### src/verilog/scts_pkg.sv
/*
 * Package for the sensor command and teach status block: register map, command codes, field layouts, timing.
 * Assumes a 100 MHz clock and an APB master with 32-bit data.
 */
// Contract
// [RQ1] Host writes the command argument before the command code; code write triggers.
// [RQ2] Command code write runs teach 3, reboot 4, reset 5, save 6, split 8.
// [RQ3] Reset command erases user settings; factory settings apply at next power-on.
// [RQ4] Host follows a reset command with a reboot to restore factory settings.
// [RQ5] Save takes up to 600 ms; all other traffic is refused meanwhile.
// [RQ6] Split argument bits 7:0 give area count, at most 32, equal areas.
// [RQ7] Argument bit 8 clear: any beam interrupted; set: all beams interrupted.
// [RQ8] Split results are written into the 32 per-area configuration objects.
// [RQ9] Teach status reads 00 ok, 01 busy, 80 error; top bit is error.
// [RQ10] Switch-on thresholds read for 64 beams from the block start beam.
// [RQ11] Switch-off thresholds read for the same 64-beam block.
// [RQ12] Block start beam ranges 1 to 1774, default 1.
// [RQ13] First and last beam signal levels are readable, 16 bits each.
// [RQ14] Reported signal levels scale with the selected function reserve.
// [RQ15] Area object holds active, logic, start, end, on count and off count.
// [RQ16] Reserved codes are ignored; teach status is busy throughout a teach. Code flags a reject event for reserved codes.
// [RQ17] Split with zero or more than 32 areas is rejected, areas unchanged.
`default_nettype none
package scts_pkg;
    localparam int unsigned CLK_HZ = 100_000_000;
    localparam int unsigned SAVE_MS = 600;
    localparam int unsigned SAVE_CYCLES = SAVE_MS * (CLK_HZ / 1000);
    localparam int unsigned NUM_BEAMS = 1774;
    localparam int unsigned MAX_AREAS = 32;
    localparam int unsigned BLOCK_BEAMS = 64;

    // Byte addresses: index times four, plus sub-index in the low two bits
    localparam logic [15:0] IDX_ON_THR = 16'h2191;
    localparam logic [15:0] IDX_OFF_THR = 16'h2192;
    localparam logic [15:0] IDX_CMD = 16'h2200;
    localparam logic [15:0] IDX_TEACH = 16'h2400;
    localparam logic [15:0] IDX_LEVEL = 16'h2404;
    localparam logic [15:0] IDX_BLOCK = 16'h2912;
    localparam logic [15:0] IDX_AREA0 = 16'h2170;
    localparam logic [15:0] IDX_IRQ_STAT = 16'h3000;
    localparam logic [15:0] IDX_IRQ_MASK = 16'h3001;
    localparam logic [15:0] IDX_RESERVE = 16'h3002;

    localparam logic [15:0] CMD_TEACH = 16'h0003;
    localparam logic [15:0] CMD_REBOOT = 16'h0004;
    localparam logic [15:0] CMD_RESET = 16'h0005;
    localparam logic [15:0] CMD_SAVE = 16'h0006;
    localparam logic [15:0] CMD_SPLIT = 16'h0008;

    localparam logic [7:0] TEACH_OK = 8'h00;
    localparam logic [7:0] TEACH_BUSY = 8'h01;
    localparam logic [7:0] TEACH_ERR = 8'h80;

    localparam int unsigned ARG_CNT_MSB = 7;
    localparam int unsigned ARG_AND_BIT = 8;
    localparam logic [15:0] BLOCK_DEFAULT = 16'h0001;

    localparam int unsigned EV_TEACH = 0;
    localparam int unsigned EV_SAVE = 1;
    localparam int unsigned EV_SPLIT = 2;
    localparam int unsigned EV_REJECT = 3;
    localparam int unsigned NUM_EV = 4;

    typedef struct packed {
        logic active;
        logic all_beams;
        logic [15:0] start_beam;
        logic [15:0] end_beam;
        logic [15:0] on_count;
        logic [15:0] off_count;
    } scts_area_t;

    typedef struct packed {
        logic psel;
        logic penable;
        logic pwrite;
        logic [15:0] paddr;
        logic [31:0] pwdata;
    } scts_apb_req_t;

    typedef struct packed {
        logic reboot;
        logic erase_user;
        logic save_start;
        logic teach_start;
    } scts_cmd_t;
endpackage
`default_nettype wire

### src/verilog/scts_cmd_timer.sv
/*
 * Busy timer for long commands such as save.
 * Assumes start is a one-cycle pulse.
 */
`default_nettype none
module scts_cmd_timer #(
    parameter int unsigned CYCLES = 60_000_000
) (
    input wire logic clk_i,
    input wire logic srst_i,
    input wire logic start_i,
    output logic busy_o,
    output logic done_o
);
    typedef struct packed {
        logic [31:0] cnt;
        logic busy;
        logic done;
    } scts_tmr_t;
    scts_tmr_t st, next_st;
    // Elaboration check on the run length
    if (CYCLES < 1) begin : g_bad_cycles
        $error("CYCLES must be at least one");
    end
    always_comb begin
        next_st = st;
        next_st.done = 1'b0;
        if (st.busy) begin
            if (st.cnt == 32'(CYCLES - 1)) begin
                next_st.busy = 1'b0;
                next_st.done = 1'b1;
            end else begin
                next_st.cnt = st.cnt + 32'h1;
            end
        end else if (start_i) begin
            next_st.busy = 1'b1;
            next_st.cnt = 32'h0;
        end
    end
    always_ff @(posedge clk_i) begin
        if (srst_i) st <= '0;
        else st <= next_st;
    end
    assign busy_o = st.busy;
    assign done_o = st.done;
endmodule
`default_nettype wire

### src/verilog/scts_level_scale.sv
/*
 * Scales a raw beam signal level by the function reserve selection.
 * Assumes reserve 0 high, 1 medium, 2 low, 3 none (shift 0..3).
 */
`default_nettype none
module scts_level_scale (
    input wire logic [15:0] raw_i,
    input wire logic [1:0] reserve_i,
    output logic [15:0] level_o
);
    // [RQ14] Function reserve scaling
    assign level_o = raw_i >> reserve_i;
endmodule
`default_nettype wire

### src/verilog/scts_top.sv
/*
 * Command interpreter and teach status of a light curtain, as APB registers.
 * Assumes an APB master, a teach engine giving done/fail, and beam threshold tables outside.
 */
// The implementer's own choice: the APB interface to the registers.
`default_nettype none
module scts_top
    import scts_pkg::*;
#(
    parameter int unsigned SAVE_CYC = SAVE_CYCLES,
    parameter int unsigned BEAMS = NUM_BEAMS
) (
    input wire logic clk_i,
    input wire logic srst_i,
    input wire logic psel_i,
    input wire logic penable_i,
    input wire logic pwrite_i,
    input wire logic [17:0] paddr_i,
    input wire logic [31:0] pwdata_i,
    output logic [31:0] prdata_o,
    output logic pready_o,
    output logic pslverr_o,
    input wire logic teach_done_i,
    input wire logic teach_fail_i,
    input wire logic [15:0] first_raw_i,
    input wire logic [15:0] last_raw_i,
    output logic [15:0] thr_beam_o,
    input wire logic [7:0] on_thr_i,
    input wire logic [7:0] off_thr_i,
    output scts_pkg::scts_cmd_t cmd_o,
    output logic irq_o
);
    import scts_pkg::*;

    typedef struct packed {
        scts_area_t [MAX_AREAS-1:0] area;
        logic [15:0] arg;
        logic [15:0] block_start;
        logic [5:0] beam_ofs;
        logic [7:0] teach;
        logic [1:0] reserve;
        logic [NUM_EV-1:0] irq_stat;
        logic [NUM_EV-1:0] irq_mask;
        logic [31:0] rdata;
        logic slverr;
        scts_cmd_t cmd;
    } scts_state_t;

    scts_state_t st, next_st;
    logic save_busy, save_done;
    logic [15:0] first_lvl, last_lvl;
    logic access, wr, rd;
    logic [15:0] idx;
    logic [1:0] sub;
    logic [NUM_EV-1:0] ev;
    logic [15:0] step;
    logic [15:0] cnt;
    logic [15:0] acc;

    // Elaboration check on the beam count
    if (BEAMS < MAX_AREAS || BEAMS > 65530) begin : g_bad_beams
        $error("BEAMS out of range");
    end

    scts_cmd_timer #(.CYCLES(SAVE_CYC)) u_timer (
        .clk_i(clk_i),
        .srst_i(srst_i),
        .start_i(st.cmd.save_start),
        .busy_o(save_busy),
        .done_o(save_done)
    );

    scts_level_scale u_first (
        .raw_i(first_raw_i),
        .reserve_i(st.reserve),
        .level_o(first_lvl)
    );

    scts_level_scale u_last (
        .raw_i(last_raw_i),
        .reserve_i(st.reserve),
        .level_o(last_lvl)
    );

    // Address: bits 17:2 hold the index word, sub-index in address bits 1:0
    assign idx = paddr_i[17:2];
    assign sub = paddr_i[1:0];
    assign access = psel_i && penable_i;
    assign wr = access && pwrite_i;
    assign rd = access && !pwrite_i;
    assign pready_o = 1'b1;

    always_comb begin
        next_st = st;
        ev = '0;
        step = '0;
        cnt = '0;
        acc = '0;
        next_st.cmd = '0;
        next_st.slverr = 1'b0;
        next_st.rdata = '0;
        // Teach status busy until done or fail
        if (st.teach == TEACH_BUSY && (teach_done_i || teach_fail_i)) begin
            next_st.teach = teach_fail_i ? TEACH_ERR : TEACH_OK;
            ev[EV_TEACH] = 1'b1;
        end
        if (save_done) ev[EV_SAVE] = 1'b1;
        // [RQ5] Refuse traffic while saving
        if (access && save_busy) begin
            next_st.slverr = 1'b1;
        end else if (wr) begin
            if (idx == IDX_CMD && sub == 2'h2) begin
                // [RQ1] Argument latched first
                next_st.arg = pwdata_i[15:0];
            end else if (idx == IDX_CMD && sub == 2'h1) begin
                // [RQ2] Command dispatch
                case (pwdata_i[15:0])
                    CMD_TEACH: begin
                        // [RQ16] Busy during teach
                        next_st.teach = TEACH_BUSY;
                        next_st.cmd.teach_start = 1'b1;
                    end
                    CMD_REBOOT: next_st.cmd.reboot = 1'b1;
                    // [RQ3] Erase user settings
                    CMD_RESET: next_st.cmd.erase_user = 1'b1;
                    CMD_SAVE: next_st.cmd.save_start = 1'b1;
                    CMD_SPLIT: begin
                        cnt = {8'h00, st.arg[ARG_CNT_MSB:0]};
                        // [RQ17] Reject bad area count
                        if (cnt == 16'h0 || cnt > 16'(MAX_AREAS)) begin
                            ev[EV_REJECT] = 1'b1;
                        end else begin
                            // [RQ6] Equal area split
                            step = 16'(BEAMS) / cnt;
                            for (int i = 0; i < MAX_AREAS; i++) begin
                                // [RQ8] Write area objects
                                if (16'(i) < cnt) begin
                                    // [RQ15] Area fields
                                    next_st.area[i].active = 1'b1;
                                    // [RQ7] Combination select
                                    next_st.area[i].all_beams = st.arg[ARG_AND_BIT];
                                    next_st.area[i].start_beam = acc + 16'h1;
                                    next_st.area[i].end_beam = (16'(i) == cnt - 16'h1) ? 16'(BEAMS) : acc + step;
                                    next_st.area[i].on_count = st.arg[ARG_AND_BIT]
                                        ? next_st.area[i].end_beam - acc : 16'h1;
                                    next_st.area[i].off_count = next_st.area[i].on_count;
                                end else begin
                                    next_st.area[i] = '0;
                                end
                                acc = acc + step;
                            end
                            ev[EV_SPLIT] = 1'b1;
                        end
                    end
                    // [RQ16] Reserved codes start no command, only flag a reject event
                    default: ev[EV_REJECT] = 1'b1;
                endcase
            end else if (idx == IDX_BLOCK) begin
                // [RQ12] Start beam range check
                if (pwdata_i[15:0] >= 16'h1 && pwdata_i[15:0] <= 16'(BEAMS)) begin
                    next_st.block_start = pwdata_i[15:0];
                end else begin
                    next_st.slverr = 1'b1;
                end
            end else if (idx == IDX_IRQ_STAT) begin
                next_st.irq_stat = st.irq_stat & ~pwdata_i[NUM_EV-1:0];
            end else if (idx == IDX_IRQ_MASK) begin
                next_st.irq_mask = pwdata_i[NUM_EV-1:0];
            end else if (idx == IDX_RESERVE) begin
                next_st.reserve = pwdata_i[1:0];
            end else if (idx == IDX_ON_THR || idx == IDX_OFF_THR || idx == IDX_TEACH || idx == IDX_LEVEL) begin
                next_st.slverr = 1'b1;
            end else if (idx >= IDX_AREA0 && idx < IDX_AREA0 + 16'(MAX_AREAS)) begin
                next_st.slverr = 1'b1;
            end else begin
                next_st.slverr = 1'b1;
            end
        end else if (rd) begin
            if (idx == IDX_TEACH) begin
                // [RQ9] Teach status read
                next_st.rdata = {24'h0, st.teach};
            end else if (idx == IDX_ON_THR) begin
                // [RQ10] Switch-on threshold block
                next_st.rdata = {24'h0, on_thr_i};
                next_st.beam_ofs = st.beam_ofs + 6'h1;
            end else if (idx == IDX_OFF_THR) begin
                // [RQ11] Switch-off threshold block
                next_st.rdata = {24'h0, off_thr_i};
                next_st.beam_ofs = st.beam_ofs + 6'h1;
            end else if (idx == IDX_LEVEL) begin
                // [RQ13] First and last beam levels
                next_st.rdata = {16'h0, (sub == 2'h2) ? last_lvl : first_lvl};
            end else if (idx == IDX_BLOCK) begin
                next_st.rdata = {16'h0, st.block_start};
            end else if (idx == IDX_IRQ_STAT) begin
                next_st.rdata = {{(32-NUM_EV){1'b0}}, st.irq_stat};
            end else if (idx == IDX_IRQ_MASK) begin
                next_st.rdata = {{(32-NUM_EV){1'b0}}, st.irq_mask};
            end else if (idx == IDX_RESERVE) begin
                next_st.rdata = {30'h0, st.reserve};
            end else if (idx >= IDX_AREA0 && idx < IDX_AREA0 + 16'(MAX_AREAS)) begin
                case (sub)
                    2'h0: next_st.rdata = {30'h0, st.area[5'(idx - IDX_AREA0)].all_beams,
                                           st.area[5'(idx - IDX_AREA0)].active};
                    2'h1: next_st.rdata = {st.area[5'(idx - IDX_AREA0)].end_beam,
                                           st.area[5'(idx - IDX_AREA0)].start_beam};
                    2'h2: next_st.rdata = {st.area[5'(idx - IDX_AREA0)].off_count,
                                           st.area[5'(idx - IDX_AREA0)].on_count};
                    default: next_st.slverr = 1'b1;
                endcase
            end else begin
                next_st.slverr = 1'b1;
            end
        end
        if (wr && idx == IDX_BLOCK) next_st.beam_ofs = '0;
        // Set wins over clear
        next_st.irq_stat = next_st.irq_stat | ev;
    end

    always_ff @(posedge clk_i) begin
        if (srst_i) begin
            st <= '0;
            st.block_start <= BLOCK_DEFAULT;
            st.teach <= TEACH_OK;
        end else begin
            st <= next_st;
        end
    end

    // Read data and error valid in the access cycle
    always_comb begin
        prdata_o = next_st.rdata;
        pslverr_o = next_st.slverr && access;
    end

    assign thr_beam_o = st.block_start + {10'h0, st.beam_ofs} - 16'h1;
    assign cmd_o = st.cmd;
    assign irq_o = |(st.irq_stat & st.irq_mask);
endmodule
`default_nettype wire

### config.mk
export PLATFORM = sky130hd
export DESIGN_NAME = scts_top
export DESIGN_NICKNAME = d
export VERILOG_FILES = /design/src/verilog/scts_pkg.sv /design/src/verilog/scts_cmd_timer.sv /design/src/verilog/scts_level_scale.sv /design/src/verilog/scts_top.sv
export SDC_FILE = /design/constraint.sdc
export NUM_CORES = 2
export LEC_CHECK = 0
export ABC_CLOCK_PERIOD_IN_PS = 71700
export BUFFER_PORTS_ARGS = -buffer_cell sky130_fd_sc_hd__buf_4
export CORE_MARGIN = 8
export CORE_UTILIZATION = 25
export CTS_CLUSTER_DIAMETER = 80
export CTS_CLUSTER_SIZE = 40
export DETAILED_ROUTE_END_ITERATION = 12
export PLACE_DENSITY = 0.39
export SLEW_MARGIN = 10
export SYNTH_ARGS = -nofsm -noshare
export SYNTH_HDL_FRONTEND = slang
export SYNTH_SLANG_ARGS = --single-unit
export TNS_END_PERCENT = 50
### constraint.sdc
create_clock -name clk_i -period 71.7 [get_ports clk_i]
set_clock_uncertainty 0.15 [all_clocks]
set_input_delay 14.34 -clock clk_i [delete_from_list [all_inputs] [get_ports clk_i]]
set_output_delay 14.34 -clock clk_i [all_outputs]
set_load 0.02 [all_outputs]
# Word level (Yosys, flattened, before mapping)
# Cells that the tools add are included.
# classes
n_addsub	99
n_div	1
magnitude_cmp	38
n_eq_ne	50
n_shift	2
mux	166
bitwise_logic	14
reduce_logical	32
# ops
op	n
66-bit 2-to-1 mux	33
16-bit 2-to-1 mux	65
16-bit by 1-bit adder with 16-bit output (second input constant)	31
16-bit adder	31
16-bit subtractor	31
32-bit 2-to-1 mux	11
66-bit binary-select mux with 5-bit select	1
5-bit by 16-bit == test with 1-bit output (first input constant)	16
16-bit by 14-bit == test with 1-bit output (second input constant)	9
4-bit by 16-bit == test with 1-bit output (first input constant)	8
5-bit by 8-bit < comparator with 1-bit output (first input constant)	16
33-bit 2-to-1 mux	3
32-bit case mux with 3 select lines	1
3-bit by 16-bit == test with 1-bit output (first input constant)	4
4-bit by 8-bit < comparator with 1-bit output (first input constant)	8
50-bit 2-to-1 mux	1
16-bit by 3-bit == test with 1-bit output (second input constant)	3
18-bit 2-to-1 mux	2
32-bit by 1-bit adder with 32-bit output (second input constant)	1
2-bit by 16-bit == test with 1-bit output (first input constant)	2
32-bit by 26-bit == test with 1-bit output (second input constant)	1
3-bit by 8-bit < comparator with 1-bit output (first input constant)	4
8-bit 2-to-1 mux	4
16-bit by 2-bit >> shifter with 16-bit output	2
other kinds (49)	114
# totals
reg_bits	2199
input_bits	105
out_inout_bits	55

# Depth between registers and ports, before layout
# logic_depth
ltp_word	36
depth_mapped	276
ltp_nobuf	251

# Hierarchy
# Synthesis repeated with hierarchy kept, for this count alone.
# unflattened
cells_unflattened	13654
area_unflattened_um2	114808.9
# modules_own_cells
mod	instances	cells_each	area_per_inst_um2	seq_area_each_um2
scts_top	1	13375	112250.2	32150.8
scts_cmd_timer	1	227	1813.0	680.7
scts_level_scale	2	26	372.9	0.0

# Worst setup path before layout
# No wires, ideal clock.
# synth_path
path_kind	register to register
startpoint	reg st[77] (netlist bit)
endpoint	reg st[2170] (netlist bit)
arrival_time_ns	62.184
required_ns	71.433
setup_slack_ns	9.249
stages_incl_launch_ff	244
path_buffers	28
synth_period_minus_slack_ns	62.451
path_cell_list	dfxtp_1 -> buf_2 -> buf_1 -> inv_1 -> ha_1 -> buf_2 -> nand2_1 -> nor2_1 -> buf_1 -> clkbuf_1 -> and2_1 -> ha_1 -> a21o_1 -> and3_1 -> clkbuf_1 -> inv_1 -> nor2_1 -> ha_1 -> [... 208 more ...] -> ha_1 -> xnor2_1 -> ha_1 -> xnor2_1 -> ha_1 -> inv_1 -> xnor2_1 -> inv_1 -> ha_1 -> xor2_1 -> and2_1 -> ha_1 -> a21oi_1 -> o21ai_0 -> a21oi_1 -> xor2_1 -> xnor2_1 -> a22o_1
# synth_via
elab_chain_cells	36
# synth_rtl
item	line_no	source
start: declaration	scts_top.sv:49	scts_state_t st, next_st;
start signal: assignment	scts_top.sv:226	st <= next_st;
11-bit by 8-bit divider with 16-bit output	scts_top.sv:134	step = 16'(BEAMS) / cnt;
16-bit adder (30 in a row)	scts_top.sv:150	acc = acc + step;
16-bit adder	-	
16-bit 2-to-1 mux	scts_top.sv:143	next_st.area[i].end_beam = (16'(i) == cnt - 16'h1) ? 16'(BEAMS) : acc + step;
16-bit subtractor	scts_top.sv:145	? next_st.area[i].end_beam - acc : 16'h1;
16-bit 2-to-1 mux	scts_top.sv:145	
66-bit 2-to-1 mux	scts_top.sv:137	if (16'(i) < cnt) begin
# Parallel ways exist; a longest one is shown, timed or not.
# A chain may end at the register's enable or synchronous reset.

# Final worst setup path
# layout_path
startpoint	reg st[78] (netlist bit)
endpoint	reg st[2170] (netlist bit)
# The elaborated chain is that of the path after synthesis.

==> reports/metrics.cfg <==
[critical_path]
critPathLaunchType = flop
critPathMaxFanout = 25
slowest_delay_ns = 0.83
critical_path.endpoint_type = flop
timing.critical_path.max_delay_family = compound AO/OA/AOI/OAI gates
slowest_library_cell_on_the_worst_path = sky130_fd_sc_hd__a2111oi_0
critical_path_buf_inv_count = 32
timing.critical_path.arrival_ns = 68.17
criticalPathCategory = flop to flop
most_frequent_cell_on_the_critical_path = sky130_fd_sc_hd__ha_1
worst-endpoint-required_ns = 72.30

[drt]
antenna_violating_nets_post_route = 0
routed-via-count = 101056
dr.first_iter.drc_count = 9712
drt-total-wl_um = 559000
routedWlPerCell_um = 29.3
detailedRoute.firstPassIterationCount = 6
drt-vias-per-instance = 5.30
remaining_drc_errors = 0

[placed_design]
io_buffers = 142
dp_hpwl_um = 427000
post_place_setup_slack_ns = 3.47
globalplace.congestion = 0.999

[finish]
drive_above_1_share = 0.107
layout_utilization = 0.280
mostFrequentLayoutCells = sky130_fd_sc_hd__nor2_1, sky130_fd_sc_hd__dfxtp_1, sky130_fd_sc_hd__a22oi_1, sky130_fd_sc_hd__ha_1, sky130_fd_sc_hd__nand2_1
area_delta_synth_final_pct = 11.7
mostFrequentLayoutCell = sky130_fd_sc_hd__nor2_1
finish.net_count = 14003

[global_routing]
antenna_violations_before_repair = 62
grtUsageMet1 = 0.301
grt_remaining_overflow = 0
met2_usage = 0.362
grt.total_usage = 0.225
first_global_vias = 95903
first_pass_grt_wire_length_um = 770000
grt_util_met3 = 0.0386
grt-busiest-layer = met2
grt_start_max_net_pins = 171

[clock_tree]
htreeDepth = 4
cts_buffer_depth = 4
cts-buffers-inserted = 134
clock_sink_count = 1640
clock_tree_from_tritoncts = built
insertion_delay_ns = 0.91
cts_hold_buf = 0
cts-root-buf = sky130_fd_sc_hd__clkbuf_16
post-cts-setup-buffers = 0
clk_transition_reported_paths_ns = 0.11

[synth]
synth_cell_types = 121
post_synth.cell_area_avg_um2 = 8.60
synth.ff_latch_count = 1640
synth.cell_area_um2 = 113000
async_flop_share = 0
synth-main-ff-cell = sky130_fd_sc_hd__dfxtp_1
synth_cells = 13172
synth_enable_flop_cells = 0
number_of_warning_messages_in_the_yosys_log = 0
yosysSeqAreaShare = 0.290
post_syn_nets = 14197

[sta]
whs_ns = 0.304
final_critical_path_time_including_i_o_delays_and_setup_ns = 67.57
setup_repair_after_global_routing_missed_its_margin = no
fmax_ghz = 0.0148
setup_violations = 0
final-hold-violation-count = 0
fin_ws_ns = 4.13
period_share = 0.942
fin_tns_setup_ns = 0
slew_viol_final = 0
timing.slew.headroom = 0.163
worst-slew-pin-transition_ns = 1.25

[die]
floorplan.rows = 247
die_width_um = 689
die_area_um2 = 475000
core_region_area_um2 = 452000
initial_standard_cell_utilization_of_the_core = 0.251
die_h_um = 689
number_of_placed_i_o_pins = 160

[hold_path]
hp-class = flop to flop

[flow_run]
max_cap_viol_count = 0

[run_status]
outcome = finished clean

[synth_stat cells, types with 313 or more instances]
| cell type | count | share of area |
|---|---|---|
| sky130_fd_sc_hd__a21o_1 | 554 | 0.037 |
| sky130_fd_sc_hd__xor2_1 | 406 | 0.031 |
| sky130_fd_sc_hd__xnor2_1 | 639 | 0.049 |
| sky130_fd_sc_hd__dfxtp_1 | 1640 | 0.29 |
| sky130_fd_sc_hd__a21oi_1 | 707 | 0.031 |
| sky130_fd_sc_hd__inv_1 | 714 | 0.024 |
| sky130_fd_sc_hd__o21ai_0 | 313 | 0.014 |
| sky130_fd_sc_hd__nand2_1 | 882 | 0.029 |
| sky130_fd_sc_hd__ha_1 | 902 | 0.10 |
| sky130_fd_sc_hd__nor2_1 | 2063 | 0.068 |
| sky130_fd_sc_hd__a22oi_1 | 1299 | 0.086 |
| sky130_fd_sc_hd__clkbuf_1 | 670 | 0.022 |
| sky130_fd_sc_hd__mux4_2 | 465 | 0.092 |
[per-stage QoR]
step | std cells | instance area, um2
after floorplan | 13172 | 113000
after global placement | 18818 | 122000
after detailed placement | 18818 | 122000
after CTS | 19048 | 126000
after global routing | 19054 | 126000
final | 19079 | 126000
[timing repair]
action	4_1_cts	5_1_grt
gates resized for setup	0	4
setup endpoints to repair	0	9
endpoints found under the hold margin	0	0
[worst register-to-register path, delay by kind of cell (launching register included)]
family / cells / cell delay, ns
fa+ha+maj: 46 / 16.01
xor+xnor: 31 / 13.09
buf+inv: 32 / 8.79
compound gates: 75 / 18.57
flops: 1 / 0.70
simple gates: 48 / 9.33
mux: 2 / 0.78
[area by class of cell]
class	instances	area, um2
Clock buffer	150	3570
Antenna cell	31	77.6
Fill cell	48640	325000
Inverter	722	2710
Timing Repair Buffer	469	3680
Clock inverter	80	1050
Sequential cell	1640	32800
Tap cell	5976	7480
Multi-Input combinational cell	10011	75100
[worst paths after layout]
check	startpoint	end	slack [ns]	depth (start not counted)
setup / recovery	st[78]$_SDFFE_PP0P_	st[2170]$_SDFFE_PP0P_	4.13	234
hold / removal	st[1051]$_SDFFE_PP0P_	st[1051]$_SDFFE_PP0P_	0.30	2
setup reg to reg	st[78]$_SDFFE_PP0P_	st[2170]$_SDFFE_PP0P_	4.13	234
hold reg to reg	st[1051]$_SDFFE_PP0P_	st[1051]$_SDFFE_PP0P_	0.30	2
[cells by family after synthesis]
kind of cell / synth area share
simple gates: 0.142
compound gates: 0.222
fa+ha+maj: 0.103
buf+inv: 0.0519
flops: 0.290
mux: 0.109
xor+xnor: 0.0832
other cells: 0.0000331
[state kept, by name, indices dropped and copies added (netlist names)]
| register | count |
|---|---|
| st | 1602 |
| u_timer.st | 32 |
| cmd_o | 4 |
| u_timer.busy_o | 1 |
| u_timer.done_o | 1 |
[metal layers]
layer / routed length, um / up-vias
met5: 235 / -
met4: 25100 / 38
met3: 34500 / 641
met2: 251000 / 3086
met1: 248000 / 50307
li1: - / 46984
Power is not shown: default switching activity piles up to over one toggle a cycle in this logic, so the estimate is an artifact.
